## src/acc_pkg.sv

```systemverilog
// Constants, types and helpers of the analog comparator control block.
// =====================================================================
// Functional notes
// - Mode value two selects user single measurement.
// - Software writes user start to launch one.
// - Wait startup, compare, update status, raise events.
// - Hardware clears user start after comparison.
// - Mode three plus trigger enable: event mode.
// - Incoming event sets event start automatically.
// - Hardware clears event start after comparison.
// - No further comparisons until new start.
// - Negative input: own pin or shared reference.
// - Normal mode routes inputs by select fields.
// - Interrupt asserted only while mask bit set.
// - Enable sets mask, disable clears, zeros ignored.
// - Interrupt holds until status bit cleared.
// - At most one peripheral event per comparison.
// - Comparators in normal mode work independently.
`default_nettype none
package acc_pkg;
  localparam int ACC_NCMP = 4;
  localparam int ACC_AW = 8;
  localparam int ACC_STUP_W = 16;
  localparam int ACC_BYTES = 4;
  localparam int ACC_BYTE_W = 8;
  // =================================================================
  // Register offsets.
  localparam logic [7:0] ACC_CTRL_OFS = 8'h00;
  localparam logic [7:0] ACC_STUP_OFS = 8'h04;
  localparam logic [7:0] ACC_STAT_OFS = 8'h08;
  localparam logic [7:0] ACC_ISR_OFS = 8'h0C;
  localparam logic [7:0] ACC_IER_OFS = 8'h10;
  localparam logic [7:0] ACC_IDR_OFS = 8'h14;
  localparam logic [7:0] ACC_IMR_OFS = 8'h18;
  localparam logic [7:0] ACC_ICR_OFS = 8'h1C;
  localparam logic [7:0] ACC_CONF0_OFS = 8'h20;
  localparam logic [7:0] ACC_CONF_STEP = 8'h04;
  // =================================================================
  // Field positions and values.
  localparam int ACC_CTRL_USER_SINGLE_START = 0;
  localparam int ACC_CTRL_EVENT_SINGLE_START = 1;
  localparam int ACC_CTRL_EVTEN = 2;
  localparam int ACC_CONF_MODE = 0;
  localparam int ACC_CONF_NSEL = 4;
  localparam int ACC_CONF_PSEL = 5;
  localparam int ACC_CONF_EVO = 8;
  localparam logic [1:0] ACC_MODE_OFF = 2'h0;
  localparam logic [1:0] ACC_MODE_USER = 2'h2;
  localparam logic [1:0] ACC_MODE_EVENT = 2'h3;
  localparam logic [15:0] ACC_STUP_RST = 16'h0020;
  localparam logic [1:0] ACC_RESP_OKAY = 2'h0;
  localparam logic [1:0] ACC_RESP_SLVERR = 2'h2;
  typedef enum logic [1:0] {ACC_IDLE, ACC_WAIT} acc_state_t;
  // =================================================================
  // Byte-lane merge of a write into an old word.
  function automatic logic [31:0] acc_merge(input logic [31:0] old,
      input logic [31:0] nw, input logic [3:0] strb);
    logic [31:0] m;
    for (int b = 0; b < ACC_BYTES; b++) begin
      m[b*ACC_BYTE_W +: ACC_BYTE_W] = {ACC_BYTE_W{strb[b]}};
    end
    return (old & ~m) | (nw & m);
  endfunction : acc_merge
  // Byte address of configuration word i.
  function automatic logic [7:0] acc_conf_ofs(input int i);
    return ACC_CONF0_OFS + ACC_CONF_STEP * 8'(i);
  endfunction : acc_conf_ofs
  // Packs the fields of one configuration word.
  function automatic logic [31:0] acc_conf_word(input logic [1:0] md,
      input logic ns, input logic ps, input logic eo);
    logic [31:0] w;
    w = '0;
    w[ACC_CONF_MODE +: 2] = md;
    w[ACC_CONF_NSEL] = ns;
    w[ACC_CONF_PSEL] = ps;
    w[ACC_CONF_EVO] = eo;
    return w;
  endfunction : acc_conf_word
endpackage : acc_pkg
`default_nettype wire

```

## src/acc_sync.sv

```systemverilog
// Three-stage synchroniser with agreement filter for comparator outputs.
`default_nettype none
module acc_sync
  import acc_pkg::*;
#(
  parameter int W = ACC_NCMP
) (
  input wire logic core_clk,
  input wire logic nrst,
  input wire logic ce,
  input wire logic [W-1:0] din,
  output logic [W-1:0] dout
);
  typedef struct packed {
    logic [W-1:0] s1;
    logic [W-1:0] s2;
    logic [W-1:0] s3;
    logic [W-1:0] val;
  } acc_sync_t;
  acc_sync_t q, d;
  // =================================================================
  // Only the second and third stages are compared; the first one may be
  // metastable and feeds nothing but the second.
  always_comb begin
    d = q;
    d.s1 = din;
    d.s2 = q.s1;
    d.s3 = q.s2;
    for (int i = 0; i < W; i++) begin
      if (q.s2[i] == q.s3[i]) begin
        d.val[i] = q.s3[i];
      end
    end
  end
  // State register.
  always_ff @(posedge core_clk) begin
    if (!nrst) begin
      q <= '0;
    end else if (ce) begin
      q <= d;
    end
  end
  assign dout = q.val;
endmodule : acc_sync
`default_nettype wire

```

## src/acc_timer.sv

```systemverilog
// Startup delay counter: loaded on request, ends in a one-cycle pulse.
`default_nettype none
module acc_timer
  import acc_pkg::*;
(
  input wire logic core_clk,
  input wire logic nrst,
  input wire logic ce,
  input wire logic load,
  input wire logic [ACC_STUP_W-1:0] dur,
  output logic done
);
  typedef struct packed {
    logic [ACC_STUP_W-1:0] cnt;
    logic run;
    logic done;
  } acc_tmr_t;
  acc_tmr_t q, d;
  // =================================================================
  // A load restarts the count; zero ends it one cycle later.
  always_comb begin
    d = q;
    d.done = 1'b0;
    if (load) begin
      d.cnt = dur;
      d.run = 1'b1;
    end else if (q.run) begin
      if (q.cnt == '0) begin
        d.run = 1'b0;
        d.done = 1'b1;
      end else begin
        d.cnt = q.cnt - 1'b1;
      end
    end
  end
  // State register.
  always_ff @(posedge core_clk) begin
    if (!nrst) begin
      q <= '0;
    end else if (ce) begin
      q <= d;
    end
  end
  assign done = q.done;
endmodule : acc_timer
`default_nettype wire

```

## src/acc_ctrl.sv

```systemverilog
// Control front end of the analog comparator bank with its register file.
//
// Added by the designer: register access over AXI4-Lite and the address map.
`default_nettype none
module acc_ctrl
  import acc_pkg::*;
(
  input wire logic core_clk,
  input wire logic nrst,
  input wire logic ce,
  input wire logic [ACC_AW-1:0] awaddr,
  input wire logic awvalid,
  output logic awready,
  input wire logic [31:0] wdata,
  input wire logic [3:0] wstrb,
  input wire logic wvalid,
  output logic wready,
  output logic [1:0] bresp,
  output logic bvalid,
  input wire logic bready,
  input wire logic [ACC_AW-1:0] araddr,
  input wire logic arvalid,
  output logic arready,
  output logic [31:0] rdata,
  output logic [1:0] rresp,
  output logic rvalid,
  input wire logic rready,
  input wire logic [ACC_NCMP-1:0] comparator_output,
  input wire logic event_in,
  output logic event_out,
  output logic [ACC_NCMP-1:0] negative_input_select,
  output logic [ACC_NCMP-1:0] positive_input_select,
  output logic irq
);
  // =================================================================
  // Whole state of the block, except the synchroniser and startup timer stages.
  typedef struct packed {
    acc_state_t st;
    logic src_evt;
    logic [ACC_NCMP-1:0] tgt;
    logic user_single_start;
    logic event_single_start;
    logic event_trigger_enable;
    logic [ACC_STUP_W-1:0] stup;
    logic [ACC_NCMP-1:0][1:0] comparator_mode_field;
    logic [ACC_NCMP-1:0] nsel;
    logic [ACC_NCMP-1:0] psel;
    logic [ACC_NCMP-1:0] evo;
    logic [ACC_NCMP-1:0] stat;
    logic [ACC_NCMP-1:0] interrupt_status_reg;
    logic [ACC_NCMP-1:0] interrupt_mask_reg;
    logic evt_out;
    logic irq;
    logic awr;
    logic bv;
    logic [1:0] bresp;
    logic arr;
    logic rv;
    logic [1:0] rresp;
    logic [31:0] rdata;
  } acc_regs_t;
  acc_regs_t q, d;
  logic wr_go;
  logic rd_go;
  logic tmr_load;
  logic tmr_done;
  logic [ACC_NCMP-1:0] cmp_s;
  logic [ACC_NCMP-1:0] ier_w;
  logic [ACC_NCMP-1:0] idr_w;
  logic [ACC_NCMP-1:0] icr_w;
  logic [ACC_NCMP-1:0] isr_set;
  logic ust_set;
  logic ust_clr;
  logic est_set;
  logic est_clr;
  logic [31:0] wv;
  logic [31:0] rv;
  logic wr_hit;
  logic rd_hit;

  // =================================================================
  // Comparator results arrive from the analog cores, asynchronous to us.
  acc_sync #(
    .W(ACC_NCMP)
  ) u_sync (
    .core_clk(core_clk),
    .nrst(nrst),
    .ce(ce),
    .din(comparator_output),
    .dout(cmp_s)
  );

  // Startup delay before a result may be trusted.
  acc_timer u_timer (
    .core_clk(core_clk),
    .nrst(nrst),
    .ce(ce),
    .load(tmr_load),
    .dur(q.stup),
    .done(tmr_done)
  );

  // =================================================================
  // A request is taken once; the ready pulse completes the handshake
  // because the master holds valid until then.
  assign wr_go = awvalid && wvalid && !q.awr && !q.bv;
  assign rd_go = arvalid && !q.arr && !q.rv;

  // =================================================================
  // Next-state logic: bus, register writes, sequencer and flags.
  always_comb begin
    d = q;
    d.evt_out = 1'b0;
    tmr_load = 1'b0;
    ier_w = '0;
    idr_w = '0;
    icr_w = '0;
    isr_set = '0;
    ust_set = 1'b0;
    ust_clr = 1'b0;
    est_set = 1'b0;
    est_clr = 1'b0;
    wv = '0;
    rv = '0;
    wr_hit = 1'b1;
    rd_hit = 1'b1;

    // Write channel: ready pulse, then response until taken.
    d.awr = wr_go;
    if (q.awr) begin
      d.bv = 1'b1;
    end
    if (q.bv && bready) begin
      d.bv = 1'b0;
    end

    // Register writes; status registers ignore writes quietly.
    if (wr_go) begin
      if (awaddr == ACC_CTRL_OFS) begin
        wv = acc_merge('0, wdata, wstrb);
        // The enable is a stored bit: a write with its byte lane masked keeps it,
        // while the start bits below are only set where the lane is written.
        if (wstrb[ACC_CTRL_EVTEN / ACC_BYTE_W]) begin
          d.event_trigger_enable = wv[ACC_CTRL_EVTEN];
        end
        ust_set = wv[ACC_CTRL_USER_SINGLE_START];
        est_set = wv[ACC_CTRL_EVENT_SINGLE_START];
      end else if (awaddr == ACC_STUP_OFS) begin
        wv = acc_merge(32'(q.stup), wdata, wstrb);
        d.stup = wv[ACC_STUP_W-1:0];
      end else if (awaddr == ACC_IER_OFS) begin
        wv = acc_merge('0, wdata, wstrb);
        ier_w = wv[ACC_NCMP-1:0];
      end else if (awaddr == ACC_IDR_OFS) begin
        wv = acc_merge('0, wdata, wstrb);
        idr_w = wv[ACC_NCMP-1:0];
      end else if (awaddr == ACC_ICR_OFS) begin
        wv = acc_merge('0, wdata, wstrb);
        icr_w = wv[ACC_NCMP-1:0];
      end else if (awaddr == ACC_STAT_OFS || awaddr == ACC_ISR_OFS
                   || awaddr == ACC_IMR_OFS) begin
        wr_hit = 1'b1;
      end else begin
        wr_hit = 1'b0;
        for (int i = 0; i < ACC_NCMP; i++) begin
          if (awaddr == acc_conf_ofs(i)) begin
            wr_hit = 1'b1;
            wv = acc_merge(acc_conf_word(q.comparator_mode_field[i],
                 q.nsel[i], q.psel[i], q.evo[i]), wdata, wstrb);
            d.comparator_mode_field[i] = wv[ACC_CONF_MODE +: 2];
            d.nsel[i] = wv[ACC_CONF_NSEL];
            d.psel[i] = wv[ACC_CONF_PSEL];
            d.evo[i] = wv[ACC_CONF_EVO];
          end
        end
      end
      d.bresp = wr_hit ? ACC_RESP_OKAY : ACC_RESP_SLVERR;
    end

    // Read channel: data captured at the request, shown one cycle later.
    d.arr = rd_go;
    if (q.arr) begin
      d.rv = 1'b1;
    end
    if (q.rv && rready) begin
      d.rv = 1'b0;
    end
    if (rd_go) begin
      if (araddr == ACC_CTRL_OFS) begin
        rv[ACC_CTRL_USER_SINGLE_START] = q.user_single_start;
        rv[ACC_CTRL_EVENT_SINGLE_START] = q.event_single_start;
        rv[ACC_CTRL_EVTEN] = q.event_trigger_enable;
      end else if (araddr == ACC_STUP_OFS) begin
        rv[ACC_STUP_W-1:0] = q.stup;
      end else if (araddr == ACC_STAT_OFS) begin
        rv[ACC_NCMP-1:0] = q.stat;
      end else if (araddr == ACC_ISR_OFS) begin
        rv[ACC_NCMP-1:0] = q.interrupt_status_reg;
      end else if (araddr == ACC_IMR_OFS) begin
        rv[ACC_NCMP-1:0] = q.interrupt_mask_reg;
      end else if (araddr == ACC_IER_OFS || araddr == ACC_IDR_OFS
                   || araddr == ACC_ICR_OFS) begin
        rd_hit = 1'b1;
      end else begin
        rd_hit = 1'b0;
        for (int i = 0; i < ACC_NCMP; i++) begin
          if (araddr == acc_conf_ofs(i)) begin
            rd_hit = 1'b1;
            rv = acc_conf_word(q.comparator_mode_field[i], q.nsel[i],
                 q.psel[i], q.evo[i]);
          end
        end
      end
      d.rdata = rv;
      d.rresp = rd_hit ? ACC_RESP_OKAY : ACC_RESP_SLVERR;
    end

    // Measurement sequencer. The user start wins when both are pending;
    // the event start then runs as the next comparison.
    case (q.st)
      ACC_IDLE: begin
        if (q.user_single_start || q.event_single_start) begin
          d.src_evt = !q.user_single_start;
          for (int i = 0; i < ACC_NCMP; i++) begin
            if (q.user_single_start) begin
              d.tgt[i] = q.comparator_mode_field[i] == ACC_MODE_USER;
            end else begin
              d.tgt[i] = q.comparator_mode_field[i] == ACC_MODE_EVENT
                         && q.event_trigger_enable;
            end
          end
          tmr_load = 1'b1;
          d.st = ACC_WAIT;
        end
      end
      ACC_WAIT: begin
        if (tmr_done) begin
          // Each comparator is sampled on its own; the analog core
          // already drives high when its positive input is higher.
          for (int i = 0; i < ACC_NCMP; i++) begin
            if (q.tgt[i]) begin
              d.stat[i] = cmp_s[i];
            end
          end
          isr_set = q.tgt;
          d.evt_out = |(q.tgt & q.evo);
          ust_clr = !q.src_evt;
          est_clr = q.src_evt;
          d.st = ACC_IDLE;
        end
      end
      default: begin
        d.st = ACC_IDLE;
      end
    endcase

    // Flag updates: on the start and status flags a set arriving with a clear wins,
    // so no start and no status event is lost; on the mask a disable wins.
    d.user_single_start = (q.user_single_start & ~ust_clr) | ust_set;
    d.event_single_start = (q.event_single_start & ~est_clr) | est_set
                           | (q.event_trigger_enable & event_in);
    d.interrupt_status_reg = (q.interrupt_status_reg & ~(icr_w | idr_w)) | isr_set;
    d.interrupt_mask_reg = (q.interrupt_mask_reg | ier_w) & ~idr_w;
    d.irq = |(d.interrupt_status_reg & d.interrupt_mask_reg);
  end

  // =================================================================
  // State register; a low clock enable freezes everything.
  always_ff @(posedge core_clk) begin
    if (!nrst) begin
      q <= '0;
      q.stup <= ACC_STUP_RST;
    end else if (ce) begin
      q <= d;
    end
  end

  // Outputs straight from flip-flops.
  assign awready = q.awr;
  assign wready = q.awr;
  assign bvalid = q.bv;
  assign bresp = q.bresp;
  assign arready = q.arr;
  assign rvalid = q.rv;
  assign rdata = q.rdata;
  assign rresp = q.rresp;
  assign event_out = q.evt_out;
  assign irq = q.irq;
  // Select fields drive the analog muxes in every comparator mode, off included.
  assign negative_input_select = q.nsel;
  assign positive_input_select = q.psel;

  logic clr_wr;
  assign clr_wr = wr_go && (awaddr == ACC_IDR_OFS || awaddr == ACC_ICR_OFS);
endmodule : acc_ctrl
`default_nettype wire

```

## config.mk

```make
export PLATFORM = sky130hd
export DESIGN_NAME = acc_ctrl
export DESIGN_NICKNAME = d
export VERILOG_FILES = /design/src/acc_pkg.sv /design/src/acc_sync.sv /design/src/acc_timer.sv /design/src/acc_ctrl.sv
export SDC_FILE = /design/constraint.sdc
export NUM_CORES = 1
export LEC_CHECK = 0
export ABC_CLOCK_PERIOD_IN_PS = 2600
export BUFFER_PORTS_ARGS = -buffer_cell sky130_fd_sc_hd__clkbuf_2
export CORE_AREA = 3 3 120 99
export CTS_BUF_LIST = sky130_fd_sc_hd__clkbuf_4 sky130_fd_sc_hd__clkbuf_8
export CTS_CLUSTER_SIZE = 8
export DETAILED_ROUTE_END_ITERATION = 12
export DIE_AREA = 0 0 123 102
export GPL_TIMING_DRIVEN = 0
export HOLD_SLACK_MARGIN = 0.12
export PLACE_DENSITY = 0.81
export SLEW_MARGIN = 25
export SYNTH_ARGS = -nofsm -noshare
export SYNTH_HDL_FRONTEND = slang
export SYNTH_SLANG_ARGS = --single-unit
```

## constraint.sdc

```tcl
create_clock -name core_clk -period 2.6 [get_ports core_clk]
set_input_delay 0.26 -clock core_clk [delete_from_list [all_inputs] [get_ports core_clk]]
set_output_delay 0.26 -clock core_clk [all_outputs]
set_load 0.005 [all_outputs]
```

; Word-level counts from Yosys, hierarchy flattened
; Cells that the tools add are included.
[totals]
register_bits = 134
out_inout_bits = 51
wordCells = 258
[classes]
addsub = 1
eq_ne = 38
mux = 84
bitwise_logic = 35
n_reduce_logical = 52
[op_table]
columns = operator, count
row1 = $mux W32, 4
row2 = $mux W28, 3
row3 = $mux W4, 20
row4 = $eq A8 B5 Y1 const B, 8
row5 = $eq A8 B6 Y1 const B, 8
row6 = $mux W16, 3
row7 = $mux W1, 43
row8 = $and A9 B9 Y9, 4
row9 = $or A9 B9 Y9, 4
row10 = $reduce_and A9 Y1, 4
row11 = $and A16 B16 Y16, 2
row12 = $eq A8 B4 Y1 const B, 4
row13 = $mux W29, 1
row14 = $reduce_and A4 Y1, 6
row15 = $mux W18, 1
row16 = $mux W17, 1
row17 = $and A4 B4 Y4, 4
row18 = $eq A2 B2 Y1 const B, 8
row19 = $eq A8 B3 Y1 const B, 2
row20 = $logic_not A16 Y1, 1
row21 = $logic_not A8 Y1, 2
row22 = $not A16 Y16, 1
row23 = $or A16 B16 Y16, 1
row24 = $reduce_and A2 Y1, 8
row25 = other kinds (22), 67

; Depth between registers and ports, before layout
[logic_depth]
depth_word = 13
ltp_mapped = 8
ltp_nobuf = 7

; Hierarchy
; A second synthesis with hierarchy kept.
[unflattened]
hier_cells = 667
area_unflattened_um2 = 5947.0
[modules_own_cells]
columns = mod, instances, cells_per_inst, area_per_inst_um2, seq_area_each_um2
row1 = acc_ctrl, 1, 459, 4075.2, 1621.6
row2 = acc_timer, 1, 140, 1152.4, 360.3
row3 = acc_sync, 1, 68, 719.4, 320.3

; Worst setup path before layout
; No wires, ideal clock.
[synth_timing]
kind = register -> register
startpoint = reg u_timer.q[2] (netlist bit)
endpoint = reg u_timer.q[10] (netlist bit)
setup_time_ps = 128
arrival_time_ps = 1692
path_slack_ps = 780
path_stages_with_launch = 8
path_buffers = 0
period_less_slack_ps = 1820
path_cell_list = dfxtp_1 -> inv_1 -> ha_1 -> or3b_2 -> nor3_1 -> o2111ai_1 -> a32oi_1 -> nor2_1
[synth_between]
elab_chain_cells = 4
word_cells_on_any_way = 7
classes_between = 1 x add/sub / 1 x eq/ne / 3 x mux / 2 x reduce/logical
[synth_rtl]
columns = item, line
row1 = from (decl), acc_timer.sv:18  ; acc_tmr_t q, d;
row2 = from (signal assigned), acc_timer.sv:39  ; q <= '0;
row3 = from (signal assigned), acc_timer.sv:41  ; q <= d;
row4 = $sub A16 B1 Y16, acc_timer.sv:32  ; d.cnt = q.cnt - 1'b1;
row5 = $mux W16, acc_timer.sv:28  ; if (q.cnt == '0) begin
row6 = $mux W18, acc_timer.sv:27  ; end else if (q.run) begin
row7 = $mux W17, acc_timer.sv:24  ; if (load) begin
; Parallel ways exist; a longest one is shown, timed or not. The select of a mux whose other input is x is not followed.
; A chain may end at the register's enable or synchronous reset.

; Final worst setup path
[layout_timing]
startpoint = reg u_timer.q[2] (netlist bit)
endpoint = reg u_timer.q[9] (netlist bit)
; The elaborated chain is that of the path after synthesis.

==> impl_metrics.py <==
metrics = {
    "timing": {
        "finalHoldViolCount": 0,
        "setup_tns_final_ps": 0,
        "clock-skew-final_ps": 11.3,
        "final.min_clock_period_ps": 2320,
        "setup_violations": 0,
        "finalWorstSetupSlack_ps": 282,
        "timing.final.max_slew_violations": 0,
        "fmax_mhz": 431,
        "slew_hr": 0.456,
        "hold-worst-slack_ps": 141,
        "final_min_period_over_clock_period": 0.891,
        "rsz0062_at_grt": "false",
        "worstMarginPinSlew_ps": 814,
    },
    "power": {
        "pwr-share-seq": 0.440,
        "total_switching_power_uw": 992,
        "power.static_leakage_uw": 0.00297,
        "comb_power_share": 0.075,
        "sw_frac_of_total": 0.244,
        "power.ir.vdd_worst_mv": 0.528,
        "clockPowerShare": 0.485,
        "power.density_nw_per_um2": 573,
        "cell_internal_pwr_uw": 3080,
    },
    "synthesis": {
        "synthesis.yosys.warnings": 0,
        "ys_ff_latch": 115,
        "post_synth_arst_share": 0,
        "yosysSeqAreaShare": 0.394,
        "synth.distinct_cells": 74,
        "synth_top_flop_cell": "sky130_fd_sc_hd__dfxtp_1",
        "synth_edf_count": 0,
        "post_synth_instance_area_um2": 5850,
        "syn_area_per_cell_um2": 8.75,
        "synthesis.instances": 668,
    },
    "floorplan": {
        "row_count": 34,
        "core_area_um2": 10800,
        "die_area_um2": 12500,
        "fp.dieW_um": 123,
        "design.portCount": 116,
        "die_h_um": 102,
        "initial_standard_cell_utilization_of_the_core": 0.543,
    },
    "global_routing": {
        "grt_pass1_vias": 5359,
        "wire_length_of_the_first_global_routing_pass_mm": 28.0,
        "globalRouteMet1Util": 0.395,
        "largest_net_degree_at_the_start_of_global_routing": 17,
        "globalRouteOverflowTotal": 0,
        "grt.total_usage": 0.291,
        "grt.met2_usage": 0.465,
        "initial_antenna_violation_count": 0,
        "grt_busiest_layer": "met2",
        "met3_global_route_usage": 0.0609,
    },
    "final_layout": {
        "final_net_count": 862,
        "antenna_cells": 0,
        "share_of_final_layout_standard_cells_stronger_than_drive_strength_1": 0.232,
        "syn2layout_area_growth_pct": 21.4,
        "finalInstanceArea_um2": 7100,
        "final_cells": 953,
        "filler_cell_count": 883,
    },
    "place": {
        "place_congestion": 0.958,
        "dp.cells": 906,
        "port_buffers": 77,
        "detailed_place_hpwl_mm": 13.0,
        "dpl_cell_area_um2": 6480,
        "dpl_worst_slack_ps": 407,
    },
    "setup_path": {
        "worst_r2r_startpoint": "u_timer.q[2]$_SDFFE_PN0P_",
        "required_ps": 2950,
        "worst_r2r_path_depth": 7,
        "critical_path_startpoint_category": "flop",
        "endpoint_of_the_most_critical_register_to_register_path": "u_timer.q[9]$_SDFFE_PN0P_",
        "crit_arrival_ps": 2670,
        "crit_path_max_fanout": 8,
        "setup.worst_path.class": "reg2reg",
        "timing.critical_path.to_type": "flop",
        "r2r_slack_ps": 280,
    },
    "route": {
        "drc": 0,
        "detailedRoute.firstPassIterationCount": 8,
        "initialDrtViolationCount": 664,
        "route.detailed.wl_per_inst_um": 18.5,
        "ant_nets": 0,
        "totalWireLength_mm": 17.6,
        "vias_per_cell": 5.90,
        "detailroute.via_count": 5626,
    },
    "min_path": {
        "hold_path_class": "in2reg",
        "whs_endpoint": "q[78]$_SDFFE_PN0P_",
        "whs_path_depth": 3,
        "timing.hold.worst.start": "wdata[4]",
    },
    "cts": {
        "tritoncts": "yes",
        "insertion_delay_ps": 440,
        "post_cts_hold_buffer_count": 15,
        "post_cts_resized": 0,
        "root_buffer": "sky130_fd_sc_hd__clkbuf_8",
        "tritoncts.num_buffers": 17,
        "buffer_depth_of_the_longest_clock_path": 2,
        "htree_levels": 4,
        "numClockSinks": 115,
        "post_cts_buffers": 0,
        "clkSlewWorstSetupHoldPaths_ps": 70,
    },
    "outcome": {
        "outcome": "finished, final reports clean",
    },
    "run": {
        "maxCapViolCount": 0,
    },
}
-- registers in the layout (all words and copies together) (netlist names), 4 cells and up --
| name | count |
|---|---|
| q | 49 |
| positive_input_select | 4 |
| u_timer.q | 17 |
| negative_input_select | 4 |
| rdata | 16 |
| u_sync.dout | 4 |
| u_sync.q | 4 |
| u_sync.d | 8 |
-- cells in the final DEF, fill, tap and decap left out, types with 12 or more instances in the layout --
cell,count
sky130_fd_sc_hd__dfxtp_1,115
sky130_fd_sc_hd__nor3_1,12
sky130_fd_sc_hd__dlygate4sd3_1,15
sky130_fd_sc_hd__clkbuf_2,77
sky130_fd_sc_hd__a22oi_1,21
sky130_fd_sc_hd__clkbuf_8,18
sky130_fd_sc_hd__conb_1,18
sky130_fd_sc_hd__nand3_1,21
sky130_fd_sc_hd__nor2_1,90
sky130_fd_sc_hd__a21oi_1,46
sky130_fd_sc_hd__o21ai_0,23
sky130_fd_sc_hd__nand2_1,44
sky130_fd_sc_hd__mux2i_1,54
sky130_fd_sc_hd__buf_4,47
sky130_fd_sc_hd__clkbuf_1,31
-- metrics by stage --
stage	util	power [uW]
floorplan	-	1990
global placement	0.602	2100
detailed placement	0.602	2110
CTS	0.659	4080
global route	0.659	4200
finish	0.659	4070
-- critical path, stage by stage, from the launching register on --
cell	delay, ps
sky130_fd_sc_hd__dfxtp_1	330
sky130_fd_sc_hd__inv_1	100
sky130_fd_sc_hd__ha_1	200
sky130_fd_sc_hd__nor3b_1	370
sky130_fd_sc_hd__nand4_1	430
sky130_fd_sc_hd__o21ai_1	440
sky130_fd_sc_hd__o311ai_0	200
sky130_fd_sc_hd__a31oi_1	170
-- cell type report --
class	count	area, um^2	area share
multi-input cells	469	3040	0.428
flip-flops and latches	115	2300	0.324
plain buffers	91	537	0.0756
repair buffers	92	536	0.0754
clock buffers	18	248	0.0349
clock inverters	14	223	0.0314
well taps	144	180	0.0254
inverters	10	37.5	0.00529
-- per-layer routing --
metal | vias up | wire, um
met2 | 302 | 8080
met3 | 35 | 1830
met1 | 2668 | 7330
li1 | 2621 | -
met4 | 0 | 399
met5 | - | 0
-- power groups by stage --
stage	sequential (uW)	clock, uW	combinational, uW
after floorplan	1830	0	167
after global placement	1830	0	274
after detailed placement	1830	0	280
after CTS	1790	1990	299
after global routing	1790	2080	331
final	1790	1970	305
-- synth_stat cells, drive strengths merged, types with 8 or more instances --
library cell | n | area, um^2
dfxtp | 115 | 2300
nor2 | 91 | 344
buf | 60 | 420
mux2i | 54 | 541
a21oi | 46 | 230
nand2 | 44 | 165
clkbuf | 31 | 116
o21ai | 25 | 125
a22oi | 21 | 158
nand3 | 21 | 105
nor3 | 13 | 70.1
inv | 10 | 37.5
nor4 | 9 | 101
mux4 | 8 | 180
-- kinds of logic after synthesis --
family | count (synthesis) | share of synthesized area
simple gates | 235 | 0.208
fa+ha+maj | 1 | 0.00214
compound gates | 150 | 0.169
other cells | 1 | 0.000641
xor+xnor | 3 | 0.00449
mux | 62 | 0.123
buf+inv | 101 | 0.0982
flops | 115 | 0.394
-- worst max path at each step --
stage	startpoint	endpoint	slack, ps
after floorplan	u_timer.q[2]$_SDFFE_PN0P_	u_timer.q[10]$_SDFFE_PN0P_	780
after detailed placement	u_timer.q[2]$_SDFFE_PN0P_	u_timer.q[9]$_SDFFE_PN0P_	410
after global routing	u_timer.q[2]$_SDFFE_PN0P_	u_timer.q[9]$_SDFFE_PN0P_	40
after CTS	u_timer.q[2]$_SDFFE_PN0P_	u_timer.q[9]$_SDFFE_PN0P_	380
after global placement	ce	event_out$_SDFFE_PN0P_	400
final	u_timer.q[2]$_SDFFE_PN0P_	u_timer.q[9]$_SDFFE_PN0P_	280
Power figures use the tool's default switching activity.
